$ cat config.mk
export PLATFORM = sky130hd
export DESIGN_NAME = tcc_client
export DESIGN_NICKNAME = d
export VERILOG_FILES = /design/src/tcc_pkg.sv /design/src/tcc_client.sv /design/src/tcc_slot_table.sv
export SDC_FILE = /design/constraint.sdc
export NUM_CORES = 2
export LEC_CHECK = 0
export BUFFER_PORTS_ARGS = -buffer_cell sky130_fd_sc_hd__clkbuf_2
export CAP_MARGIN = 25
export CORE_MARGIN = 10
export CORE_UTILIZATION = 45
export CTS_BUF_LIST = sky130_fd_sc_hd__clkbuf_4 sky130_fd_sc_hd__clkbuf_8
export DETAILED_ROUTE_END_ITERATION = 6
export PLACE_DENSITY = 0.57
export SYNTH_ARGS = -nofsm -noshare
export SYNTH_HDL_FRONTEND = slang
export SYNTH_HIERARCHICAL = 1
export SYNTH_SLANG_ARGS = --single-unit
$ cat constraint.sdc
create_clock -name clk_sys -period 72 [get_ports clk_sys]
set_input_delay 3.6 -clock clk_sys [delete_from_list [all_inputs] [get_ports clk_sys]]
set_output_delay 3.6 -clock clk_sys [all_outputs]
set_load 0.01 [all_outputs]
$ cat src/tcc_pkg.sv
package tcc_pkg;

	// Frame layout of the application transport header.
	localparam int TCC_HDR_BYTES = 7;
	localparam int TCC_MAX_TXN = 16;
	localparam logic [2:0] TCC_HB_TID_HI = 3'h0;
	localparam logic [2:0] TCC_HB_TID_LO = 3'h1;
	localparam logic [2:0] TCC_HB_PROTO_HI = 3'h2;
	localparam logic [2:0] TCC_HB_PROTO_LO = 3'h3;
	localparam logic [2:0] TCC_HB_LEN_HI = 3'h4;
	localparam logic [2:0] TCC_HB_LEN_LO = 3'h5;
	localparam logic [2:0] TCC_HB_UNIT = 3'h6;

	// Field values.
	localparam logic [15:0] TCC_PROTO_ID = 16'h0000;
	localparam logic [7:0] TCC_UNIT_DIRECT = 8'hFF;
	localparam logic [7:0] TCC_SERIAL_ADDR_MAX = 8'hF7;
	localparam logic [7:0] TCC_EXC_FLAG = 8'h80;

	// Length arithmetic: the length field counts the unit byte plus the PDU.
	localparam logic [15:0] TCC_LEN_UNIT = 16'h0001;
	localparam logic [15:0] TCC_LEN_MIN_RSP = 16'h0002;
	localparam logic [15:0] TCC_LEN_EXC = 16'h0003;
	localparam logic [15:0] TCC_REM_LAST = 16'h0001;
	localparam logic [15:0] TCC_TID_STEP = 16'h0001;
	localparam logic [31:0] TCC_TMO_MIN = 32'h0000_0001;

	// Request side sequencer.
	typedef enum logic [1:0] {
		TCC_TX_IDLE = 2'b00,
		TCC_TX_HDR = 2'b01,
		TCC_TX_PDU = 2'b10,
		TCC_TX_REJ = 2'b11
	} tcc_tx_e;

	// Response side parser.
	typedef enum logic [1:0] {
		TCC_RX_HDR = 2'b00,
		TCC_RX_FC = 2'b01,
		TCC_RX_BODY = 2'b10,
		TCC_RX_SKIP = 2'b11
	} tcc_rx_e;

endpackage

$ cat src/tcc_client.sv
`timescale 1ns/1ps
// Functional notes
// - Request starts with seven-byte transport header.
// - Accept responses only with protocol id zero.
// - No duplicate open transaction identifiers.
// - Identifiers come from an incrementing counter.
// - Pipelined requests, capped by configured maximum.
// - Direct server target uses unit 0xFF.
// - Gateway unit carries serial address, 0..247.
// - Unmatched transaction identifier: drop silently.
// - Matched response yields exactly one confirmation.
// - Length field sizes the remaining response.
// - Unit 0xFF response: responder is connection.
// - Other unit value names serial server.
// - Same function code, good format: positive.
// - Function code plus 80H: positive, exception.
// - Other code or bad format: negative.
// - Response timeout is configurable.
// - Timeout expiry gives negative confirmation.
module tcc_client import tcc_pkg::*; #(
	parameter int NSLOT = TCC_MAX_TXN,
	parameter int IW = $clog2(NSLOT)
) (
	// Clock and reset.
	input wire logic clk_sys,
	input wire logic rst,
	// Configuration.
	input wire logic [4:0] max_open_client_transactions,
	input wire logic [31:0] timeout_cycles,
	// Demand from the user application, PDU bytes with side information.
	input wire logic dem_valid,
	output logic dem_ready,
	input wire logic [7:0] dem_data,
	input wire logic dem_last,
	input wire logic [7:0] dem_pdu_len,
	input wire logic dem_via_gateway,
	input wire logic [7:0] dem_serial_addr,
	output logic dem_error,
	// Request stream to TCP management.
	output logic tx_valid,
	input wire logic tx_ready,
	output logic [7:0] tx_data,
	output logic tx_last,
	// Response stream from TCP management.
	input wire logic rx_valid,
	output logic rx_ready,
	input wire logic [7:0] rx_data,
	input wire logic rx_last,
	// Response PDU data to the user application.
	output logic rsp_valid,
	output logic [7:0] rsp_data,
	// Confirmations to the user application.
	output logic cnf_valid,
	output logic cnf_positive,
	output logic cnf_exception,
	output logic cnf_timeout,
	output logic [15:0] cnf_tid,
	output logic [7:0] cnf_fc,
	output logic [7:0] cnf_unit,
	output logic cnf_from_serial,
	// Status.
	output logic [IW:0] open_count
);

	typedef struct packed {
		tcc_tx_e tx_st;
		logic [2:0] hidx;
		logic [15:0] tid_ctr;
		logic [15:0] cur_tid;
		logic [15:0] cur_len;
		logic [7:0] cur_unit;
		logic o_valid;
		logic [7:0] o_data;
		logic o_last;
		logic dem_err;
		tcc_rx_e rx_st;
		logic [2:0] ridx;
		logic [15:0] r_tid;
		logic [15:0] r_proto;
		logic [15:0] r_len;
		logic [7:0] r_unit;
		logic [IW-1:0] r_slot;
		logic [7:0] r_fc_req;
		logic r_exc;
		logic r_held;
		logic [15:0] rem;
		logic rsp_valid;
		logic [7:0] rsp_data;
		logic cnf_valid;
		logic cnf_pos;
		logic cnf_exc;
		logic cnf_tmo;
		logic [15:0] cnf_tid;
		logic [7:0] cnf_fc;
		logic [7:0] cnf_unit;
		logic cnf_serial;
	} tcc_client_s;

	tcc_client_s st_r;
	tcc_client_s st_nxt;

	logic alloc;
	logic cand_busy;
	logic can_alloc;
	logic look_hit;
	logic [IW-1:0] look_slot;
	logic [7:0] look_fc;
	logic free;
	logic [IW-1:0] free_slot;
	logic exp_any;
	logic [IW-1:0] exp_slot;
	logic [15:0] exp_tid;
	logic [7:0] exp_fc;
	logic load_ok;
	logic unit_ok;
	logic rx_cnf;
	logic rx_pos;
	logic fc_exc;
	logic fc_norm;
	logic [IW-1:0] cslot;
	logic [7:0] cfc;

	// Transaction slots with identifiers, request codes and timers.
	tcc_slot_table #(
		.NSLOT(NSLOT),
		.IW(IW)
	) u_slots (
		.clk_sys(clk_sys),
		.rst(rst),
		.max_open(max_open_client_transactions),
		.timeout_cycles(timeout_cycles),
		.alloc(alloc),
		.alloc_tid(st_r.tid_ctr),
		.alloc_fc(dem_data),
		.cand_tid(st_r.tid_ctr),
		.cand_busy(cand_busy),
		.can_alloc(can_alloc),
		.look_tid(st_r.r_tid),
		.look_hit(look_hit),
		.look_slot(look_slot),
		.look_fc(look_fc),
		.free(free),
		.free_slot(free_slot),
		.exp_any(exp_any),
		.exp_slot(exp_slot),
		.exp_tid(exp_tid),
		.exp_fc(exp_fc),
		.open_cnt(open_count)
	);

	// Gateway addresses above the serial range are refused; zero is broadcast.
	assign unit_ok = !dem_via_gateway || (dem_serial_addr <= TCC_SERIAL_ADDR_MAX);

	// Output byte register: a new byte loads when it is empty or being taken.
	assign load_ok = !st_r.o_valid || tx_ready;

	// Request sequencer, response parser and confirmation arbiter.
	always_comb begin
		st_nxt = st_r;
		st_nxt.dem_err = 1'b0;
		st_nxt.rsp_valid = 1'b0;
		st_nxt.cnf_valid = 1'b0;
		alloc = 1'b0;
		free = 1'b0;
		free_slot = '0;
		dem_ready = 1'b0;
		rx_cnf = 1'b0;
		rx_pos = 1'b0;
		fc_exc = 1'b0;
		fc_norm = 1'b0;
		cslot = st_r.r_slot;
		cfc = st_r.r_fc_req;
		if (st_r.o_valid && tx_ready) begin
			st_nxt.o_valid = 1'b0;
		end

		case (st_r.tx_st)
			TCC_TX_IDLE: begin
				if (dem_valid && !unit_ok) begin
					st_nxt.dem_err = 1'b1;
					st_nxt.tx_st = TCC_TX_REJ;
				end else if (dem_valid && cand_busy) begin
					// Skip a value still held by an old open transaction.
					st_nxt.tid_ctr = st_r.tid_ctr + TCC_TID_STEP;
				end else if (dem_valid && can_alloc) begin
					alloc = 1'b1;
					st_nxt.cur_tid = st_r.tid_ctr;
					st_nxt.tid_ctr = st_r.tid_ctr + TCC_TID_STEP;
					st_nxt.cur_len = {8'h00, dem_pdu_len} + TCC_LEN_UNIT;
					st_nxt.cur_unit = dem_via_gateway ? dem_serial_addr : TCC_UNIT_DIRECT;
					st_nxt.hidx = TCC_HB_TID_HI;
					st_nxt.tx_st = TCC_TX_HDR;
				end
			end
			TCC_TX_HDR: begin
				if (load_ok) begin
					st_nxt.o_valid = 1'b1;
					st_nxt.o_last = 1'b0;
					// Header bytes go out most significant byte first.
					case (st_r.hidx)
						TCC_HB_TID_HI: st_nxt.o_data = st_r.cur_tid[15:8];
						TCC_HB_TID_LO: st_nxt.o_data = st_r.cur_tid[7:0];
						TCC_HB_PROTO_HI: st_nxt.o_data = TCC_PROTO_ID[15:8];
						TCC_HB_PROTO_LO: st_nxt.o_data = TCC_PROTO_ID[7:0];
						TCC_HB_LEN_HI: st_nxt.o_data = st_r.cur_len[15:8];
						TCC_HB_LEN_LO: st_nxt.o_data = st_r.cur_len[7:0];
						default: st_nxt.o_data = st_r.cur_unit;
					endcase
					st_nxt.hidx = st_r.hidx + 3'h1;
					if (st_r.hidx == TCC_HB_UNIT) begin
						st_nxt.tx_st = TCC_TX_PDU;
					end
				end
			end
			TCC_TX_PDU: begin
				dem_ready = load_ok;
				if (dem_valid && load_ok) begin
					st_nxt.o_valid = 1'b1;
					st_nxt.o_data = dem_data;
					st_nxt.o_last = dem_last;
					if (dem_last) begin
						st_nxt.tx_st = TCC_TX_IDLE;
					end
				end
			end
			TCC_TX_REJ: begin
				// A refused demand is drained so the user stream stays aligned.
				dem_ready = 1'b1;
				if (dem_valid && dem_last) begin
					st_nxt.tx_st = TCC_TX_IDLE;
				end
			end
			default: begin
				st_nxt.tx_st = TCC_TX_IDLE;
			end
		endcase

		if (rx_valid) begin
			case (st_r.rx_st)
				TCC_RX_HDR: begin
					case (st_r.ridx)
						TCC_HB_TID_HI: st_nxt.r_tid[15:8] = rx_data;
						TCC_HB_TID_LO: st_nxt.r_tid[7:0] = rx_data;
						TCC_HB_PROTO_HI: st_nxt.r_proto[15:8] = rx_data;
						TCC_HB_PROTO_LO: st_nxt.r_proto[7:0] = rx_data;
						TCC_HB_LEN_HI: st_nxt.r_len[15:8] = rx_data;
						TCC_HB_LEN_LO: st_nxt.r_len[7:0] = rx_data;
						default: st_nxt.r_unit = rx_data;
					endcase
					st_nxt.ridx = st_r.ridx + 3'h1;
					if (st_r.ridx == TCC_HB_UNIT) begin
						st_nxt.ridx = TCC_HB_TID_HI;
						if ((st_r.r_proto != TCC_PROTO_ID) || !look_hit) begin
							st_nxt.rx_st = rx_last ? TCC_RX_HDR : TCC_RX_SKIP;
						end else begin
							cslot = look_slot;
							cfc = look_fc;
							st_nxt.r_slot = look_slot;
							st_nxt.r_fc_req = look_fc;
							st_nxt.r_exc = 1'b0;
							st_nxt.r_held = 1'b1;
							st_nxt.rem = st_r.r_len - TCC_LEN_UNIT;
							if (rx_last || (st_r.r_len < TCC_LEN_MIN_RSP)) begin
								rx_cnf = 1'b1;
							end else begin
								st_nxt.rx_st = TCC_RX_FC;
							end
						end
					end else if (rx_last) begin
						st_nxt.ridx = TCC_HB_TID_HI;
					end
				end
				TCC_RX_FC: begin
					fc_norm = (rx_data == st_r.r_fc_req);
					fc_exc = (rx_data == (st_r.r_fc_req | TCC_EXC_FLAG));
					st_nxt.r_exc = fc_exc;
					st_nxt.rem = st_r.rem - TCC_REM_LAST;
					if (!fc_norm && !fc_exc) begin
						rx_cnf = 1'b1;
					end else if (fc_exc && (st_r.rem != (TCC_LEN_EXC - TCC_LEN_UNIT))) begin
						rx_cnf = 1'b1;
					end else if (st_r.rem == TCC_REM_LAST) begin
						rx_cnf = 1'b1;
						rx_pos = rx_last;
					end else if (rx_last) begin
						rx_cnf = 1'b1;
					end else begin
						st_nxt.rx_st = TCC_RX_BODY;
					end
				end
				TCC_RX_BODY: begin
					st_nxt.rsp_valid = 1'b1;
					st_nxt.rsp_data = rx_data;
					st_nxt.rem = st_r.rem - TCC_REM_LAST;
					// The frame must end exactly where the length field says.
					if (st_r.rem == TCC_REM_LAST) begin
						rx_cnf = 1'b1;
						rx_pos = rx_last;
					end else if (rx_last) begin
						rx_cnf = 1'b1;
					end
				end
				TCC_RX_SKIP: begin
					if (rx_last) begin
						st_nxt.rx_st = TCC_RX_HDR;
					end
				end
				default: begin
					st_nxt.rx_st = TCC_RX_HDR;
				end
			endcase
		end

		// A parser confirmation wins; an expiry also waits while its slot is being parsed.
		if (rx_cnf) begin
			st_nxt.rx_st = rx_last ? TCC_RX_HDR : TCC_RX_SKIP;
			st_nxt.r_held = 1'b0;
			st_nxt.cnf_valid = 1'b1;
			st_nxt.cnf_pos = rx_pos;
			st_nxt.cnf_exc = rx_pos && st_nxt.r_exc;
			st_nxt.cnf_tmo = 1'b0;
			st_nxt.cnf_tid = st_r.r_tid;
			st_nxt.cnf_fc = cfc;
			st_nxt.cnf_unit = st_r.r_unit;
			st_nxt.cnf_serial = (st_r.r_unit != TCC_UNIT_DIRECT);
			free = 1'b1;
			free_slot = cslot;
		end else if (exp_any && !(st_r.r_held && (st_r.r_slot == exp_slot))) begin
			st_nxt.cnf_valid = 1'b1;
			st_nxt.cnf_pos = 1'b0;
			st_nxt.cnf_exc = 1'b0;
			st_nxt.cnf_tmo = 1'b1;
			st_nxt.cnf_tid = exp_tid;
			st_nxt.cnf_fc = exp_fc;
			st_nxt.cnf_unit = TCC_UNIT_DIRECT;
			st_nxt.cnf_serial = 1'b0;
			free = 1'b1;
			free_slot = exp_slot;
		end
	end

	// State register.
	always_ff @(posedge clk_sys or posedge rst) begin
		if (rst) begin
			st_r <= '0;
		end else begin
			st_r <= st_nxt;
		end
	end

	// The parser never stalls the response stream.
	assign rx_ready = 1'b1;
	assign dem_error = st_r.dem_err;
	assign tx_valid = st_r.o_valid;
	assign tx_data = st_r.o_data;
	assign tx_last = st_r.o_last;
	assign rsp_valid = st_r.rsp_valid;
	assign rsp_data = st_r.rsp_data;
	assign cnf_valid = st_r.cnf_valid;
	assign cnf_positive = st_r.cnf_pos;
	assign cnf_exception = st_r.cnf_exc;
	assign cnf_timeout = st_r.cnf_tmo;
	assign cnf_tid = st_r.cnf_tid;
	assign cnf_fc = st_r.cnf_fc;
	assign cnf_unit = st_r.cnf_unit;
	assign cnf_from_serial = st_r.cnf_serial;

endmodule

$ cat src/tcc_slot_table.sv
`timescale 1ns/1ps
module tcc_slot_table import tcc_pkg::*; #(
	parameter int NSLOT = TCC_MAX_TXN,
	parameter int IW = $clog2(NSLOT)
) (
	// Clock and reset.
	input wire logic clk_sys,
	input wire logic rst,
	// Configuration.
	input wire logic [4:0] max_open,
	input wire logic [31:0] timeout_cycles,
	// Allocation.
	input wire logic alloc,
	input wire logic [15:0] alloc_tid,
	input wire logic [7:0] alloc_fc,
	input wire logic [15:0] cand_tid,
	output logic cand_busy,
	output logic can_alloc,
	// Lookup for responses.
	input wire logic [15:0] look_tid,
	output logic look_hit,
	output logic [IW-1:0] look_slot,
	output logic [7:0] look_fc,
	// Release.
	input wire logic free,
	input wire logic [IW-1:0] free_slot,
	// Expired transactions.
	output logic exp_any,
	output logic [IW-1:0] exp_slot,
	output logic [15:0] exp_tid,
	output logic [7:0] exp_fc,
	output logic [IW:0] open_cnt
);

	typedef struct packed {
		logic [NSLOT-1:0] valid;
		logic [NSLOT-1:0] expd;
		logic [NSLOT-1:0][15:0] tid;
		logic [NSLOT-1:0][7:0] fc;
		logic [NSLOT-1:0][31:0] tmr;
	} tcc_slot_s;

	tcc_slot_s st_r;
	tcc_slot_s st_nxt;
	logic [NSLOT-1:0] hit_v;
	logic [NSLOT-1:0] busy_v;
	logic [NSLOT-1:0] exp_v;
	logic [IW-1:0] free_idx;
	logic any_free;
	logic [4:0] max_eff;

	// Per-slot match vectors; expired slots no longer answer a lookup.
	for (genvar g = 0; g < NSLOT; g++) begin : g_slot
		assign hit_v[g] = st_r.valid[g] & ~st_r.expd[g] & (st_r.tid[g] == look_tid);
		assign busy_v[g] = st_r.valid[g] & (st_r.tid[g] == cand_tid);
		assign exp_v[g] = st_r.valid[g] & st_r.expd[g];
	end

	// Clamp the configured ceiling into the legal one to NSLOT range.
	always_comb begin
		if (max_open == 5'h00) begin
			max_eff = 5'h01;
		end else if (32'(max_open) > NSLOT) begin
			max_eff = 5'(NSLOT);
		end else begin
			max_eff = max_open;
		end
	end

	// Priority encoders, occupancy count and the slot update.
	always_comb begin
		st_nxt = st_r;
		look_slot = '0;
		exp_slot = '0;
		free_idx = '0;
		any_free = 1'b0;
		open_cnt = '0;
		for (int i = NSLOT - 1; i >= 0; i--) begin
			if (hit_v[i]) begin
				look_slot = IW'(i);
			end
			if (exp_v[i]) begin
				exp_slot = IW'(i);
			end
			if (!st_r.valid[i]) begin
				free_idx = IW'(i);
				any_free = 1'b1;
			end
		end
		for (int i = 0; i < NSLOT; i++) begin
			open_cnt = open_cnt + (IW + 1)'(st_r.valid[i]);
			// Timers run down only while the slot is open and not yet expired.
			if (st_r.valid[i] && !st_r.expd[i]) begin
				if (st_r.tmr[i] <= TCC_TMO_MIN) begin
					st_nxt.expd[i] = 1'b1;
				end
				st_nxt.tmr[i] = st_r.tmr[i] - TCC_TMO_MIN;
			end
		end
		if (free) begin
			st_nxt.valid[free_slot] = 1'b0;
			st_nxt.expd[free_slot] = 1'b0;
		end
		if (alloc) begin
			st_nxt.valid[free_idx] = 1'b1;
			st_nxt.expd[free_idx] = 1'b0;
			st_nxt.tid[free_idx] = alloc_tid;
			st_nxt.fc[free_idx] = alloc_fc;
			st_nxt.tmr[free_idx] = (timeout_cycles < TCC_TMO_MIN) ? TCC_TMO_MIN : timeout_cycles;
		end
	end

	assign cand_busy = |busy_v;
	assign can_alloc = any_free && (open_cnt < (IW + 1)'(max_eff));
	assign look_hit = |hit_v;
	assign look_fc = st_r.fc[look_slot];
	assign exp_any = |exp_v;
	assign exp_tid = st_r.tid[exp_slot];
	assign exp_fc = st_r.fc[exp_slot];

	// State register.
	always_ff @(posedge clk_sys or posedge rst) begin
		if (rst) begin
			st_r <= '0;
		end else begin
			st_r <= st_nxt;
		end
	end

endmodule

## Word-level counts from Yosys, hierarchy flattened

Index checks and enable logic that the tools add are counted.

- Bits in registers: 1137
- Bits in latches: 0
- RAM bits: 0
- Memory bits (read-only): 0
- Bits of input ports: 77
- Output and inout port bits: 64
- Logic and storage cells: 629
- Memories kept: 0

- Add/subtract/negate cells: 37
- Multiply operators: 0
- Div/mod/pow operators: 0
- Order comparisons: 27
- Equal/unequal tests: 76
- Shift operators: 0
- Mux-type cells: 219
- Bitwise logic cells: 90
- Reductions and logical operators: 96

Operator list:

| cell | number |
|---|---|
| $mux W928 | 1 |
| $mux W32 | 19 |
| $bwmux W512 | 1 |
| $eq A16 B16 Y1 | 32 |
| $le A32 B1 Y1 const B | 16 |
| $sub A32 B1 Y32 const B | 16 |
| $bwmux W256 | 1 |
| $mux W4 | 54 |
| $bwmux W128 | 1 |
| $demux W32 S4 | 1 |
| $mux W8 | 15 |
| $mux W100 | 1 |
| $mux W37 | 2 |
| $mux W1 | 73 |
| $mux W71 | 1 |
| $add A5 B1 Y5 | 14 |
| $and A1 B1 Y1 | 64 |
| $bmux W16 S4 | 1 |
| $bmux W8 S4 | 2 |
| $demux W16 S4 | 1 |
| $mux W61 | 1 |
| $mux W30 | 2 |
| $mux W59 | 1 |
| $and A16 B16 Y16 | 3 |
| 63 further kinds | 222 |

## Depth between registers and ports, before layout

- Depth after elaboration: 33
- Gate-level depth with buffers: 28
- Mapped depth without buffers: 23

## By module

The synthesis kept the hierarchy.

By module, submodules not included:

| module | instances | cells each | area each (um^2) |
|---|---|---|---|
| tcc_slot_table | 1 | 6284 | 56953.4 |
| tcc_client | 1 | 992 | 10512.6 |

## Worst setup path after synthesis

No wires, ideal clock.

- Kind: in2out
- From: in tx_ready
- To: out dem_ready
- Data arrival time: 3.985 ns
- Required time: 68.400 ns
- Setup slack: 64.415 ns
- Cell stages on the path: 2
- Buffers on the path: 0
- Path through: nand2b_1 > a21o_1

- Cells in the longest elaborated chain, start to end: 2

Ends and longest elaborated chain:

| item | RTL line | source |
|---|---|---|
| start, declared | tcc_client.sv:41 | `input wire logic tx_ready,` |
| $logic_or A1 B1 Y1 | tcc_client.sv:155 | `assign load_ok = !st_r.o_valid \|\| tx_ready;` |
| $pmux W1 S2 | tcc_client.sv:177 | `case (st_r.tx_st)` |
| end, declared | tcc_client.sv:32 | `output logic dem_ready,` |

Every way passes these cells.

==> summary.md <==
| Metric | Value |
|---|---|
| Status | finished, violations left |
| Failing checks | DRC |
| Final hold vios | 0 |
| Clk_skew | 0.04209 ns |
| Period utilization | 0.1313 |
| Synth cell types | 102 |
| P&R area growth vs syn | 10.40% |
| CTS max path bufs | 3 |
| # rows | 142 |
| Cell Pwr Density | 36.93 nW/um2 |
| Crit start category | flip-flop |
| Cell area after synthesis | 67,470 um2 |
| Synth cell count leaders | dfrtp_1, nand2_1, xnor2_1, nor2_1, o21ai_0 |
| Max Transition Viols Final | 0 |
| Die width | 407.2 um |
| Avg Synthesized Cell Area | 9.272 um2 |
| Synth area leader | dfrtp_1 |
| Final RePlAce weighted congestion | 0.9645 |
| CTS tree | built |
| R2R depth | 23 |
| Comb pwr share | 0.416 |
| Core box area | 149,400 um2 |
| Leakage power | 29.15 nW |
| Share of the synthesized area in the top cell type | 0.4191 |
| Mapped Cells | 7,276 |
| Synth warnings | 6 |
| Switching share of total power | 0.4284 |
| Root buf cell | clkbuf_8 |
| Setup tns final | 0 ns |
| Clock sink count | 1,130 |
| Async set-reset flop share out of synthesis | 1.000 |
| Final #Nets | 7,407 |
| Antenna-violating nets left | 0 |
| Final setup viols | 0 |
| Fin cells | 9,448 |
| NetSw | 0.001178 W |
| Ports | 141 |
| CP most frequent cell | fa_1 |
| Net count after synthesis | 7,428 |
| Reg power frac | 0.331 |
| Number of synthesized register bits | 1,130 |
| Arr. time, crit path | 10.26 ns |
| TritonRoute pass-1 iters | 7 |
| Hold buffers post-CTS | 0 |
| Avg WL per Cell | 24.99 um |
| RSZ-0062 raised after global routing | false |
| Final setup margin | 62.54 ns |
| Die area | 165,800 um2 |
| Seq/Total Area, Yosys | 0.4191 |
| MaxCap Viol Count | 0 |
| Main area contributors after synthesis | dfrtp_1, xnor2_1, mux2_2 |
| HPWL Detailed | 154.6 mm |
| # DRC | 1 |
| Maximum vdd drop | 50.43 uV |
| Layout cells sized above 1 | 0.1689 |
| Starting density of the core | 0.4515 |
| Slew @ Worst Pin | 1.379 ns |
| Via count | 54,940 |
| Critical Path RT | 72.81 ns |
| Pint | 0.001572 W |
| Critical path class | flip-flop to flip-flop |
| Placed Instances | 9,062 |
| Die Height | 407.2 um |
| Final min period | 9.456 ns |
| Setup crit end kind | flip-flop |
| Pre-CTS WS | 62.40 ns |
| IO Port Bufs | 139 |
| Vias in the first global route | 53,790 |
| Largest net degree at the start of global routing | 171 |
| First-pass GRT wire length | 351.4 mm |
| Total global routing overflow | 0 |
| Crit-path max cell delay | 1.11 ns |
| Hold WC Path Type | flip-flop to flip-flop |
| CTS buffer count | 203 |
| Critical-path top delay cell | a221oi_2 |
| Hold Path Stages | 2 |
| Initial detailed-routing violation count | 5,404 |
| Worst skew pair latency | 0.95 ns |
| Worst-path clk slew | 0.06 ns |
| EDFF count, synth | 0 |
| Cts repair resizes | 0 |
| Worst Path Max Fanout | 69 |
| Crit-path cells | fa_1 > fa_1 > inv_1 > fa_1 > fa_1 > inv_1 > ha_1 > fa_1 > xor2_1 > ha_1 > nor2b_1 > o21ai_0 > nand2b_1 > a221oi_2 > nor2b_1 > or3b_2 > buf_12 > inv_1 > and2_1 > nand2_1 > nor2_4 > buf_4 > mux2_2 |
| Primary FF master, synth | dfrtp_1 |
| Initial antenna violation count | 7 |
| Post-CTS Setup Bufs | 0 |
| Cell with the most instances after synthesis | dfrtp_1 |
| Htree depth | 4 |
| Fmax | 105.8 MHz |
| Clk pwr share | 0.253 |
| DR vias/cell | 5.815 |
| Max_slew headroom | 0.08035 |
| Total Routing Usage GR | 0.2750 |
| Total Wirelength | 236.1 mm |
power groups by stage:
| stage | Clock, W | Combinational (W) | Sequential, W |
|---|---|---|---|
| after floorplan | 0 | 0.000790 | 0.000866 |
| after global placement | 0 | 0.00110 | 0.000912 |
| after detailed placement | 0 | 0.00111 | 0.000915 |
| after CTS | 0.000708 | 0.00111 | 0.000906 |
| after global routing | 0.000741 | 0.00122 | 0.000926 |
| final | 0.000696 | 0.00115 | 0.000909 |
worst max-delay path: cells and delay by family, from the launching register on:
kind / cells / cell delay (ns)
AND/OR/NAND/NOR: 7 / 2.22
multiplexers: 1 / 0.40
XOR/XNOR: 1 / 0.44
buffers and inverters: 5 / 1.34
flip-flops: 1 / 0.68
AO/OA/AOI/OAI: 2 / 1.26
adder cells (fa/ha/maj): 7 / 2.94
layout make-up:
cell class | instances | area [um2]
antenna | 6 | 15.01
sequential | 1130 | 28290
clock buffer | 329 | 4203
timing repair buffer | 287 | 1913
tap | 2016 | 2522
clock inverter | 47 | 539.3
fill | 14150 | 74940
inverter | 112 | 440.4
multi-input combinational | 5521 | 36560
cell usage in the layout, fill, tap and decap left out, types with 36 or more instances in the layout:
cell type / instances
clkbuf_2: 139
nor3_1: 225
nand3_1: 135
mux2i_1: 145
xnor2_1: 613
nand2_1: 1105
o21ai_0: 488
clkbuf_4: 53
nor4_1: 231
buf_4: 139
mux2_2: 457
nand4_1: 99
ha_1: 65
nor2_1: 503
dfrtp_1: 1119
nand2b_1: 45
a21oi_1: 213
a22oi_1: 47
or3_1: 50
a31oi_1: 50
clkbuf_8: 277
xor2_1: 420
o211ai_1: 36
nor2b_1: 44
inv_1: 109
or4_1: 62
cells by family (layout without fill, tap and decap cells):
kind of cell / Yosys count / in the layout / share of synthesized area
other: 1 / 7 / 0.00005558
muxes: 614 / 614 / 0.1002
xor gates and xnor gates: 1036 / 1036 / 0.1348
buffers and inverters: 625 / 775 / 0.04188
AOI/OAI and AO/OA: 1084 / 1084 / 0.09851
DFF: 1130 / 1130 / 0.4191
adders and majority gates: 75 / 75 / 0.01502
and+or+nand+nor: 2711 / 2711 / 0.1904
metrics by stage:
stage	hold slack [ns]	power, W	area (um2)	util
floorplan	0.4379	0.001656	67470	-
global route	0.4908	0.002886	74470	0.4984
finish	0.4742	0.002751	74490	0.4985
CTS	0.4816	0.002729	74390	0.4978
global placement	0.4595	0.002011	69570	0.4656
detailed placement	0.4677	0.002025	69650	0.4661
final timing paths:
path / start / end / slack (ns)
setup / recovery: u_slots/st_r[923] / flip-flop / 62.54
max in group asynchronous: rst / u_slots/st_r[39] / 66.08
min in group asynchronous: rst / st_r[50] / 2.82
hold reg to reg: st_r[148] / st_r[148] / 0.47
setup reg to reg: u_slots/st_r[923] / flip-flop / 62.54
hold / removal: st_r[148] / st_r[148] / 0.47
metal layers:
metal,wire [um],vias to the layer above,track usage,part of all wire
li1,-,25150,-,-
met1,101300,27140,0.3686,0.43
met2,107200,2119,0.4356,0.45
met3,17330,525,0.05290,0.073
met4,10300,4,0.1120,0.044
met5,27,-,0,0.00011
Power figures use the tool's default switching activity.
